### src/shared/tick_timer_pkg.sv
// Constants and carrier types for the periodic tick timer.
// Assumes a 32-bit AXI4-Lite register port and a single 250 MHz clock.
package tick_timer_pkg;

    // Bus shape
    localparam int unsigned AXI_ADDR_W = 12;
    localparam int unsigned AXI_DATA_W = 32;
    localparam int unsigned AXI_STRB_W = AXI_DATA_W / 8;

    // Counter width and reset values
    localparam int unsigned TICK_COUNT_W = 24;
    localparam logic [TICK_COUNT_W-1:0] COUNT_RESET  = 24'h000000;
    localparam logic [TICK_COUNT_W-1:0] RELOAD_RESET = 24'h000000;

    // Register byte offsets
    localparam logic [AXI_ADDR_W-1:0] TICK_CONTROL_STATUS_OFFS = 12'h010;
    localparam logic [AXI_ADDR_W-1:0] TICK_RELOAD_VALUE_OFFS   = 12'h014;
    localparam logic [AXI_ADDR_W-1:0] TICK_CURRENT_VALUE_OFFS  = 12'h018;

    // Field positions in tick_control_status
    localparam int unsigned ENABLE_BIT            = 0;
    localparam int unsigned TICK_EXC_ENABLE_BIT   = 1;
    localparam int unsigned CLOCK_SOURCE_BIT      = 2;
    localparam int unsigned REACHED_ZERO_FLAG_BIT = 16;
    localparam int unsigned CTRL_FIELD_W          = 3;

    // Byte lane that holds the control fields
    localparam int unsigned CTRL_STRB_LANE = 0;

    // Answers on the response channels
    localparam logic [1:0] RESP_OKAY   = 2'h0;
    localparam logic [1:0] RESP_SLVERR = 2'h2;

    // Software-written control fields, packed at their bit positions
    typedef struct packed {
        logic clockSourceSelect;   // 1 core clock, 0 reference clock
        logic tickExceptionEnable;
        logic counterEnable;
    } tick_ctrl_t;

    localparam tick_ctrl_t CTRL_RESET = 3'h0;

endpackage

### src/rtl/periodic_tick_timer.sv
// Periodic tick timer with its three registers on an AXI4-Lite slave.
// Assumes one 250 MHz clock, an asynchronous reference clock pin,
// and a processor that takes the one-cycle tick exception pulse.
`timescale 1ns/1ns

//
// Contract
// The timer is a 24-bit down counter that wraps at zero, and a software write clears it.
// While enabled it counts down to zero, loads the reload value on the next tick, then goes on.
// The reached-zero flag at bit 16 of the control register sets on each count from 1 to 0.
// The flag clears when software reads the control register or writes the current value.
// A reload value of zero keeps the counter at zero after the wrap.
// Software should clear the current value before enabling so counting starts from reload.
// Clock source bit 2 picks the reference clock when 0 and the core clock when 1.
// With bit 1 set a count to zero pends the tick exception, otherwise only the flag shows it.
// Clearing the current value by a write never pends the tick exception.
// Enable bit 0 stops the counter when 0 and runs it repeatedly when 1.
// The reload register holds 24 bits in [23:0] and reads zero in [31:24].
// Reading the current value returns the live count; any write clears it to zero.
// While disabled the counter holds and raises neither the flag nor the exception.
module periodic_tick_timer #(
    parameter int unsigned COUNT_W = tick_timer_pkg::TICK_COUNT_W
) (
    // Clock and reset
    input  wire logic                                  clock,
    input  wire logic                                  resetn,
    // AXI4-Lite write address
    input  wire logic [tick_timer_pkg::AXI_ADDR_W-1:0] awaddr,
    input  wire logic                                  awvalid,
    output logic                                       awready,
    // AXI4-Lite write data
    input  wire logic [tick_timer_pkg::AXI_DATA_W-1:0] wdata,
    input  wire logic [tick_timer_pkg::AXI_STRB_W-1:0] wstrb,
    input  wire logic                                  wvalid,
    output logic                                       wready,
    // AXI4-Lite write response
    output logic [1:0]                                 bresp,
    output logic                                       bvalid,
    input  wire logic                                  bready,
    // AXI4-Lite read address
    input  wire logic [tick_timer_pkg::AXI_ADDR_W-1:0] araddr,
    input  wire logic                                  arvalid,
    output logic                                       arready,
    // AXI4-Lite read data
    output logic [tick_timer_pkg::AXI_DATA_W-1:0]      rdata,
    output logic [1:0]                                 rresp,
    output logic                                       rvalid,
    input  wire logic                                  rready,
    // Reference clock pin and exception request
    input  wire logic                                  refClockPin,
    output logic                                       tickPending
);
    import tick_timer_pkg::*;

    localparam int unsigned WORD_LSB = 2;
    localparam int unsigned RELOAD_BYTES = COUNT_W / 8;

    // Write channel registers
    logic                  awready_reg;
    logic                  wready_reg;
    logic                  bvalid_reg;
    logic [1:0]            bresp_reg;
    logic [AXI_ADDR_W-1:0] awAddr_reg;
    logic [AXI_DATA_W-1:0] wData_reg;
    logic [AXI_STRB_W-1:0] wStrb_reg;

    // Read channel registers
    logic                  arready_reg;
    logic                  rvalid_reg;
    logic [1:0]            rresp_reg;
    logic [AXI_DATA_W-1:0] rdata_reg;

    // Timer state
    tick_ctrl_t            ctrl_reg;
    tick_ctrl_t            ctrl_next;
    logic [COUNT_W-1:0]    reload_reg;
    logic [COUNT_W-1:0]    reload_next;
    logic                  reachedZeroFlag_reg;
    logic                  reachedZeroFlag_next;
    logic                  tickPending_reg;

    // Counter side
    logic [COUNT_W-1:0]    count;
    logic                  zeroEvent;
    logic                  refTick;
    logic                  stepTick;
    logic                  countStep;

    // Reference pin is asynchronous, so it is synchronised first
    ref_tick_sync refSync (
        .clock       (clock),
        .resetn      (resetn),
        .refClockPin (refClockPin),
        .refTick     (refTick)
    );

    // Decode of the captured write
    wire awTake   = awvalid & awready_reg;
    wire wTake    = wvalid & wready_reg;
    wire doWrite  = ~awready_reg & ~wready_reg & ~bvalid_reg;
    wire bDone    = bvalid_reg & bready;

    wire [AXI_ADDR_W-1:WORD_LSB] wrWord = awAddr_reg[AXI_ADDR_W-1:WORD_LSB];
    wire wrSelCtrl   = (wrWord == TICK_CONTROL_STATUS_OFFS[AXI_ADDR_W-1:WORD_LSB]);
    wire wrSelReload = (wrWord == TICK_RELOAD_VALUE_OFFS[AXI_ADDR_W-1:WORD_LSB]);
    wire wrSelCount  = (wrWord == TICK_CURRENT_VALUE_OFFS[AXI_ADDR_W-1:WORD_LSB]);
    wire wrMapped    = wrSelCtrl | wrSelReload | wrSelCount;

    wire ctrlWrite   = doWrite & wrSelCtrl & wStrb_reg[CTRL_STRB_LANE];
    wire reloadWrite = doWrite & wrSelReload;
    // Strobes ignored here: any write to the count clears it
    wire countClear  = doWrite & wrSelCount;

    // Decode of the read address at the moment it is taken
    wire arTake = arvalid & arready_reg;
    wire rDone  = rvalid_reg & rready;

    wire [AXI_ADDR_W-1:WORD_LSB] rdWord = araddr[AXI_ADDR_W-1:WORD_LSB];
    wire rdSelCtrl   = (rdWord == TICK_CONTROL_STATUS_OFFS[AXI_ADDR_W-1:WORD_LSB]);
    wire rdSelReload = (rdWord == TICK_RELOAD_VALUE_OFFS[AXI_ADDR_W-1:WORD_LSB]);
    wire rdSelCount  = (rdWord == TICK_CURRENT_VALUE_OFFS[AXI_ADDR_W-1:WORD_LSB]);
    wire rdMapped    = rdSelCtrl | rdSelReload | rdSelCount;
    wire ctrlRead    = arTake & rdSelCtrl;

    // Read words; reserved bits read as zero
    wire [AXI_DATA_W-1:0] ctrlWord =
        AXI_DATA_W'(ctrl_reg) |
        (AXI_DATA_W'(reachedZeroFlag_reg) << REACHED_ZERO_FLAG_BIT);
    wire [AXI_DATA_W-1:0] reloadWord = AXI_DATA_W'(reload_reg);
    wire [AXI_DATA_W-1:0] countWord  = AXI_DATA_W'(count);
    wire [AXI_DATA_W-1:0] readWord =
        rdSelCtrl   ? ctrlWord :
        rdSelReload ? reloadWord :
        rdSelCount  ? countWord : '0;

    // Clock source picks core every cycle or reference edges
    assign stepTick  = ctrl_reg.clockSourceSelect | refTick;
    // Disabled counter never steps, so no flag and no exception
    assign countStep = ctrl_reg.counterEnable & stepTick;

    tick_down_counter #(
        .COUNT_W (COUNT_W)
    ) downCounter (
        .clock       (clock),
        .resetn      (resetn),
        .countStep   (countStep),
        .clearNow    (countClear),
        .reloadValue (reload_reg),
        .count       (count),
        .zeroEvent   (zeroEvent)
    );

    // Control fields take the low byte lane only
    assign ctrl_next = ctrlWrite ?
        tick_ctrl_t'(wData_reg[CTRL_FIELD_W-1:0]) : ctrl_reg;

    // Reload bytes follow their strobes; upper byte is reserved
    generate
        for (genvar b = 0; b < RELOAD_BYTES; b++) begin : gReloadByte
            assign reload_next[b*8 +: 8] = (reloadWrite && wStrb_reg[b]) ?
                wData_reg[b*8 +: 8] : reload_reg[b*8 +: 8];
        end
    endgenerate

    // A new zero wins over a read clear in the same cycle; a write clear blocks the zero
    assign reachedZeroFlag_next = zeroEvent |
        (reachedZeroFlag_reg & ~ctrlRead & ~countClear);

    // Write address and data, captured in either order
    always_ff @(posedge clock or negedge resetn) begin
        if (!resetn) begin
            awready_reg <= 1'b1;
            awAddr_reg  <= '0;
        end else if (awTake) begin
            awready_reg <= 1'b0;
            awAddr_reg  <= awaddr;
        end else if (bDone) begin
            awready_reg <= 1'b1;
        end
    end

    always_ff @(posedge clock or negedge resetn) begin
        if (!resetn) begin
            wready_reg <= 1'b1;
            wData_reg  <= '0;
            wStrb_reg  <= '0;
        end else if (wTake) begin
            wready_reg <= 1'b0;
            wData_reg  <= wdata;
            wStrb_reg  <= wstrb;
        end else if (bDone) begin
            wready_reg <= 1'b1;
        end
    end

    // Response one cycle after both halves are held
    always_ff @(posedge clock or negedge resetn) begin
        if (!resetn) begin
            bvalid_reg <= 1'b0;
            bresp_reg  <= RESP_OKAY;
        end else if (doWrite) begin
            bvalid_reg <= 1'b1;
            bresp_reg  <= wrMapped ? RESP_OKAY : RESP_SLVERR;
        end else if (bDone) begin
            bvalid_reg <= 1'b0;
        end
    end

    // Read sampled at address acceptance, so the flag is seen before clearing
    always_ff @(posedge clock or negedge resetn) begin
        if (!resetn) begin
            arready_reg <= 1'b1;
            rvalid_reg  <= 1'b0;
            rresp_reg   <= RESP_OKAY;
            rdata_reg   <= '0;
        end else if (arTake) begin
            arready_reg <= 1'b0;
            rvalid_reg  <= 1'b1;
            rresp_reg   <= rdMapped ? RESP_OKAY : RESP_SLVERR;
            rdata_reg   <= readWord;
        end else if (rDone) begin
            arready_reg <= 1'b1;
            rvalid_reg  <= 1'b0;
        end
    end

    // Timer registers; reload has no defined reset, zero is chosen
    always_ff @(posedge clock or negedge resetn) begin
        if (!resetn) begin
            ctrl_reg            <= CTRL_RESET;
            reload_reg          <= COUNT_W'(RELOAD_RESET);
            reachedZeroFlag_reg <= 1'b0;
        end else begin
            ctrl_reg            <= ctrl_next;
            reload_reg          <= reload_next;
            reachedZeroFlag_reg <= reachedZeroFlag_next;
        end
    end

    // Exception pulse only for counted zeros, never for a clear
    always_ff @(posedge clock or negedge resetn) begin
        if (!resetn) begin
            tickPending_reg <= 1'b0;
        end else begin
            tickPending_reg <= zeroEvent & ctrl_reg.tickExceptionEnable;
        end
    end

    // Ports straight from flops
    assign awready     = awready_reg;
    assign wready      = wready_reg;
    assign bvalid      = bvalid_reg;
    assign bresp       = bresp_reg;
    assign arready     = arready_reg;
    assign rvalid      = rvalid_reg;
    assign rresp       = rresp_reg;
    assign rdata       = rdata_reg;
    assign tickPending = tickPending_reg;
endmodule

### src/rtl/ref_tick_sync.sv
// Reference clock pin synchroniser and rising edge detector.
// Assumes the reference runs well below half the core clock rate.
`timescale 1ns/1ns
module ref_tick_sync (
    // Clock and reset
    input  wire logic clock,
    input  wire logic resetn,
    // Pin side
    input  wire logic refClockPin,
    // Core side
    output wire logic refTick
);
    logic syncFirst_reg;
    logic syncSecond_reg;
    logic syncPrev_reg;

    // Two flops into the core domain, third flop only for the edge
    always_ff @(posedge clock or negedge resetn) begin
        if (!resetn) begin
            syncFirst_reg  <= 1'b0;
            syncSecond_reg <= 1'b0;
            syncPrev_reg   <= 1'b0;
        end else begin
            syncFirst_reg  <= refClockPin;
            syncSecond_reg <= syncFirst_reg;
            syncPrev_reg   <= syncSecond_reg;
        end
    end

    // One-cycle enable per rising reference edge
    assign refTick = syncSecond_reg & ~syncPrev_reg;
endmodule

### src/rtl/tick_down_counter.sv
// Decrementing wrap-on-zero counter with a software clear.
// Assumes countStep is a one-cycle enable already gated by the enable bit.
`timescale 1ns/1ns
module tick_down_counter #(
    parameter int unsigned COUNT_W = 24
) (
    // Clock and reset
    input  wire logic               clock,
    input  wire logic               resetn,
    // Control
    input  wire logic               countStep,
    input  wire logic               clearNow,
    input  wire logic [COUNT_W-1:0] reloadValue,
    // State
    output wire logic [COUNT_W-1:0] count,
    output wire logic               zeroEvent
);
    import tick_timer_pkg::*;

    logic [COUNT_W-1:0] count_reg;
    logic [COUNT_W-1:0] count_next;

    wire atZero = (count_reg == '0);
    wire atOne  = (count_reg == COUNT_W'(1));

    // Clear beats stepping; zero reloads, else step down
    assign count_next = clearNow ? '0 :
                        !countStep ? count_reg :
                        atZero ? reloadValue :
                        count_reg - COUNT_W'(1);

    // Event only for a counted 1 to 0 step, never for a clear
    assign zeroEvent = countStep & ~clearNow & atOne;

    always_ff @(posedge clock or negedge resetn) begin
        if (!resetn) begin
            count_reg <= COUNT_W'(COUNT_RESET);
        end else begin
            count_reg <= count_next;
        end
    end

    assign count = count_reg;
endmodule

### config.mk
export PLATFORM = sky130hd
export DESIGN_NAME = periodic_tick_timer
export DESIGN_NICKNAME = d
export VERILOG_FILES = /design/src/shared/tick_timer_pkg.sv /design/src/rtl/periodic_tick_timer.sv /design/src/rtl/ref_tick_sync.sv /design/src/rtl/tick_down_counter.sv
export SDC_FILE = /design/constraint.sdc
export NUM_CORES = 1
export LEC_CHECK = 0
export BUFFER_PORTS_ARGS = -buffer_cell sky130_fd_sc_hd__buf_4
export CORE_MARGIN = 8
export CORE_UTILIZATION = 35
export CTS_BUF_LIST = sky130_fd_sc_hd__clkbuf_16
export DETAILED_ROUTE_END_ITERATION = 7
export GPL_ROUTABILITY_DRIVEN = 0
export GPL_TIMING_DRIVEN = 0
export PLACE_DENSITY = 0.58
export REMOVE_ABC_BUFFERS = 1
export SKIP_LAST_GASP = 1
export SYNTH_ARGS = -nofsm -noshare
export SYNTH_HDL_FRONTEND = slang
export SYNTH_SLANG_ARGS = --single-unit
### constraint.sdc
create_clock -name clock -period 4.9 [get_ports clock]
set_clock_uncertainty 0.1 [all_clocks]
set_input_delay 0.49 -clock clock [delete_from_list [all_inputs] [get_ports clock]]
set_output_delay 0.49 -clock clock [all_outputs]
set_load 0.05 [all_outputs]
# After elaboration in Yosys (flattened, before gate mapping)
# Index checks and enable logic that the tools add are counted.
# word_totals
ff_bits	136
word_cells	89
in_bits	68
mem_bits_rw	0
mem_count	0
romBits	0
latchBits	0
out_inout_bits	42
# classes
shift	0
addsub	1
reduce_logical	9
n_div	0
bitwise	32
n_lt_le_gt_ge	0
multipliers	0
n_eq_ne	7
n_mux	17
# op_table
cell	count
two-way mux 24 bit	6
equality test 10 x 3 -> 1 bit (second input constant)	6
equality test 24 x 1 -> 1 bit (second input constant)	1
logical NOT 24 bit	1
subtractor 24 x 1 -> 24 bit (second input constant)	1
AND 1 bit	19
bitwise OR 3 x 17 -> 17 bit	1
nonzero test 2 bit	5
two-way mux 1 bit	9
inverter 1 bit	6
bitwise OR 1 bit	6
two-way mux 2 bit	2
logical AND 1 bit	3

# Longest topological paths before layout
# logic_depth
word_depth	8
mapped_depth	9
mapped_depth_nobuf	7

# Modules after synthesis
# Synthesis repeated with hierarchy kept, for this count alone.
# hier_totals
hier_cells	502
area_unflattened_um2	6009.5
# modules_own_cells
module	cells_per_inst	instances	seq_area_each_um2	area_each_um2
periodic_tick_timer	289	1	2431.1	4116.4
tick_down_counter	209	1	600.6	1804.2
ref_tick_sync	4	1	75.1	88.8

# Least setup slack after synthesis
# OpenSTA, ideal clock, no wires.
# synth_timing
path_type	register -> register
start	register downCounter.count_reg[0], in the netlist downCounter.count[0]
end	register downCounter.count_reg[14], in the netlist downCounter.count[14]
path_slack_ns	2.522
n_path_buf	0
required_time_ns	4.722
setup_ns	0.078
synth_period_minus_slack_ns	2.378
arrival_time_ns	2.200
stages_incl_launch_ff	8
path_cell_list	dfrtp_1 inv_1 ha_1 nor3b_1 nand2_1 or3_1 or3_1 a21oi_1
# synth_via
elab_chain_cells	4
word_cells_on_any_way	5
cone_classes	add/sub (1); mux (3); reduce/logical (1)
# synth_lines
element	line_no	source
start, declared	tick_down_counter.sv:20	logic [COUNT_W-1:0] count_reg;
start signal, assigned	tick_down_counter.sv:37	count_reg <= COUNT_W'(COUNT_RESET);
start signal, assigned	tick_down_counter.sv:39	count_reg <= count_next;
subtractor 24 x 1 -> 24 bit / logical NOT 24 bit (equally long branches)	tick_down_counter.sv:30, tick_down_counter.sv:23	
two-way mux 24 bit (*)	tick_down_counter.sv:29	atZero ? reloadValue :
two-way mux 24 bit (*)	tick_down_counter.sv:28	!countStep ? count_reg :
two-way mux 24 bit (*)	tick_down_counter.sv:27	assign count_next = clearNow ? '0 :
# Mark *: on every way between the ends. The rest lies on a longest branch, timed or not. The select of a mux whose other input is x is not followed.
# A chain may end at the register's enable or synchronous reset.

# Worst setup path after layout
# layout_timing
start	register downCounter.count_reg[7], in the netlist downCounter.count[7]
end	register downCounter.count_reg[7], in the netlist downCounter.count[7]
# The elaborated chain is that of the path after synthesis.

==> run_results.csv <==
group,metric,value,unit
clocking,tritoncts_sinks,124,
power_and_ir_drop,worst_ir_drop_vdd,0.000405,V
finish,share_of_post_route_cells_with_drive_strength_above_1,0.322,
clocking,clock_latency,0.43,ns
global_route,grt_start_max_net_pins,81,
clocking,cts_tree,"yes",
drt,postRouteWirelength,14.5,mm
timing,timing.max_slew.rel_slack,0.177,
timing,timing.final.hold_violations,0,
timing,min_period_over_period,0.690,
yosys,netlist.top_cell.by_area,"sky130_fd_sc_hd__dfrtp_1",
finish,final_common_cell,"sky130_fd_sc_hd__dfrtp_1",
power_and_ir_drop,totalPowerFinal,0.00429,W
setup_path,worst_setup_path_start_kind,"flop",
clocking,cts.clk_slew.worst_paths,0.06,ns
yosys,synthTopCellsByArea,"sky130_fd_sc_hd__dfrtp_1 53%, sky130_fd_sc_hd__mux2_2 13%, sky130_fd_sc_hd__a22oi_1 3.3%, sky130_fd_sc_hd__nand2_1 3.2%, sky130_fd_sc_hd__o21ai_0 3.0%",
drt,routedWlPerCell,17.7,um
clocking,cts_root_buffer,"sky130_fd_sc_hd__clkbuf_16",
floorplanning,die_area,0.0208,mm^2
clocking,numCtsBuffers,17,
floorplanning,die_outline_height,144,um
floorplanning,starting_density,0.353,
floorplanning,core-area,0.0163,mm^2
yosys,synth_edf_count,0,
power_and_ir_drop,power_density,602,mW/mm^2
global_route,grt_antenna_before_repair,0,
finish,most_frequent_cells_in_the_layout,"121 x sky130_fd_sc_hd__dfrtp_1, 85 x sky130_fd_sc_hd__buf_4, 64 x sky130_fd_sc_hd__mux2_2",
global_route,number_of_global_route_vias_before_repair,4686,
setup_path,path_class,"reg2reg",
drt,post-route-drc-count,0,
run_status,status,"finished clean",
clocking,postCtsSetupBuffers,0,
finish,final_cell_area,0.00713,mm^2
power_and_ir_drop,total_leakage_power,3.22,nW
yosys,post_synth_inst_count,507,
yosys,ys_warn_count,0,
placed_design,area_after_detailed_placement,0.00658,mm^2
timing,whs,0.0739,ns
clocking,cts-root-to-sink-buffers,2,
timing,fmax,0.296,GHz
placed_design,dpl.cell_count,790,
timing,tightest_slew,1.23,ns
global_route,grt_remaining_overflow,0,
global_route,gr_util_all_layers,0.149,
finish,area.growth.synth_to_final,24.2,%
yosys,synth_top_cell_area_share,0.527,
drt,ant_nets,0,
drt,first_pass_iters,5,
timing,period_minus_slack,3.38,ns
yosys,sequential_area_share_after_synthesis,0.541,
drt,vias_per_cell,5.27,
timing,grt_setup_unrepaired,"false",
drt,num_vias,4339,
setup_path,critical_path_arrival,3.60,ns
clocking,post_cts_resized,0,
setup_path,worst_setup_path_end_kind,"flop",
yosys,synthesized_flop_and_latch_total,124,
floorplanning,fp-row-count,47,
clocking,htreeDepth,4,
setup_path,worstPathRequired,5.11,ns
yosys,synth_async_sr_flop_share,1.00,
placed_design,io_buffers,86,
yosys,mappedNetlistArea,0.00574,mm^2
finish,post_layout_nonfiller_instances,823,
setup_path,cp_max_fo,18,
finish,n_antenna_cell,0,
yosys,synth.lib_cells_used.distinct,53,
placed_design,dp.final_hpwl,10.1,mm
clocking,cts-hold-fix-buffers,1,
flow_run,max_cap_violations,0,
floorplanning,die-width,144,um
yosys,synthFlopType,"sky130_fd_sc_hd__dfrtp_1",
timing,max_slew_violation_count,0,
drt,initialDrtViolationCount,199,
finish,nNetsFinal,661,
global_route,global_route_wire_length_before_repair,24.2,mm
hold_path,hold_path_class,"in2reg",
floorplanning,io-pin-count,110,
yosys,syn-mean-instance-area,11.3,um^2
timing,setup-tns-final,0,ns
setup_path,timing.reg2reg.setup_slack,1.52,ns
timing,finalSetupViolCount,0,
## layer usage
layer | global-route usage | up-vias | wire length [um]
met2 | 0.236 | 148 | 6990
met3 | 0.0594 | 25 | 1210
met5 | 0 | - | 0
met1 | 0.178 | 2138 | 6070
met4 | 0.0625 | 0 | 269
li1 | - | 2028 | -
## synthesized netlist by cell type, drive strengths merged (2+ instances only)
cell type	count
or2	2
a211oi	5
buf	21
o31ai	2
a22oi	25
or4	7
and3	3
a221o	4
nor3	7
nor2	19
o311ai	3
or3	4
a311oi	2
nand3	9
o22ai	8
o21a	2
or4b	2
ha	3
nor3b	3
nor4	15
mux2i	10
inv	13
dfstp	3
clkbuf	15
o21ai	39
nor4b	4
a21o	2
or3b	2
a21oi	15
nand2b	2
dfrtp	121
mux2	64
a221oi	3
a31oi	3
nand2	49
o2bb2ai	2
o41ai	3
nand4	4
## where the power goes
part / switching, W / leakage (nW) / internal, W
Clock: 0.000444 / 0.281 / 0.000727
Combinational: 0.00101 / 1.32 / 0.000627
Sequential: 0.000211 / 1.62 / 0.00127
## worst max-delay path: stages, from the launching register on
cell                       delay [ns]
sky130_fd_sc_hd__dfrtp_1         0.44
sky130_fd_sc_hd__nor4_2          0.69
sky130_fd_sc_hd__nand3_1         0.43
sky130_fd_sc_hd__nor2_1          1.04
sky130_fd_sc_hd__o21ai_0         0.23
sky130_fd_sc_hd__a221oi_1        0.33
## cells by family after synthesis
group | after synthesis | synth area share
adder cells (fa/ha/maj) | 3 | 0.00654
AND/OR/NAND/NOR | 135 | 0.127
other | 1 | 0.000653
AO/OA/AOI/OAI | 121 | 0.137
multiplexers | 74 | 0.143
flip-flops | 124 | 0.541
buffers and inverters | 49 | 0.0449
## cell type report
type                    count  area (um^2)
fillers                  1561         9160
flip-flops and latches    124         3110
well taps                 220          275
multi-input cells         343         2430
inverters                  13         48.8
clock buffers              17          425
repair buffers             91          722
clock inverters            15          120
## path summary, 6_finish.rpt
path                                                        from                               end  cells past startpoint
max in group asynchronous                                 resetn               awready$_DFFE_PN1P_                      3
worst max-delay path            downCounter.count[7]$_DFFE_PN0P_  downCounter.count[7]$_DFFE_PN0P_                      5
worst min-delay path                                 refClockPin   refSync.syncFirst_reg$_DFF_PN0_                      1
min in group asynchronous                                 resetn                rvalid$_DFFE_PN0P_                      2
worst max register to register  downCounter.count[7]$_DFFE_PN0P_  downCounter.count[7]$_DFFE_PN0P_                      5
worst min register to register   refSync.syncFirst_reg$_DFF_PN0_  refSync.syncSecond_reg$_DFF_PN0_                      0
## per-stage QoR
step	utilization	worst slack, ns
after global routing	0.438	1.21
after global placement	0.398	0.983
after detailed placement	0.404	1.56
after floorplan	-	1.90
after CTS	0.438	1.49
final	0.438	1.52
Note: power is estimated with default switching activity, not from simulation.
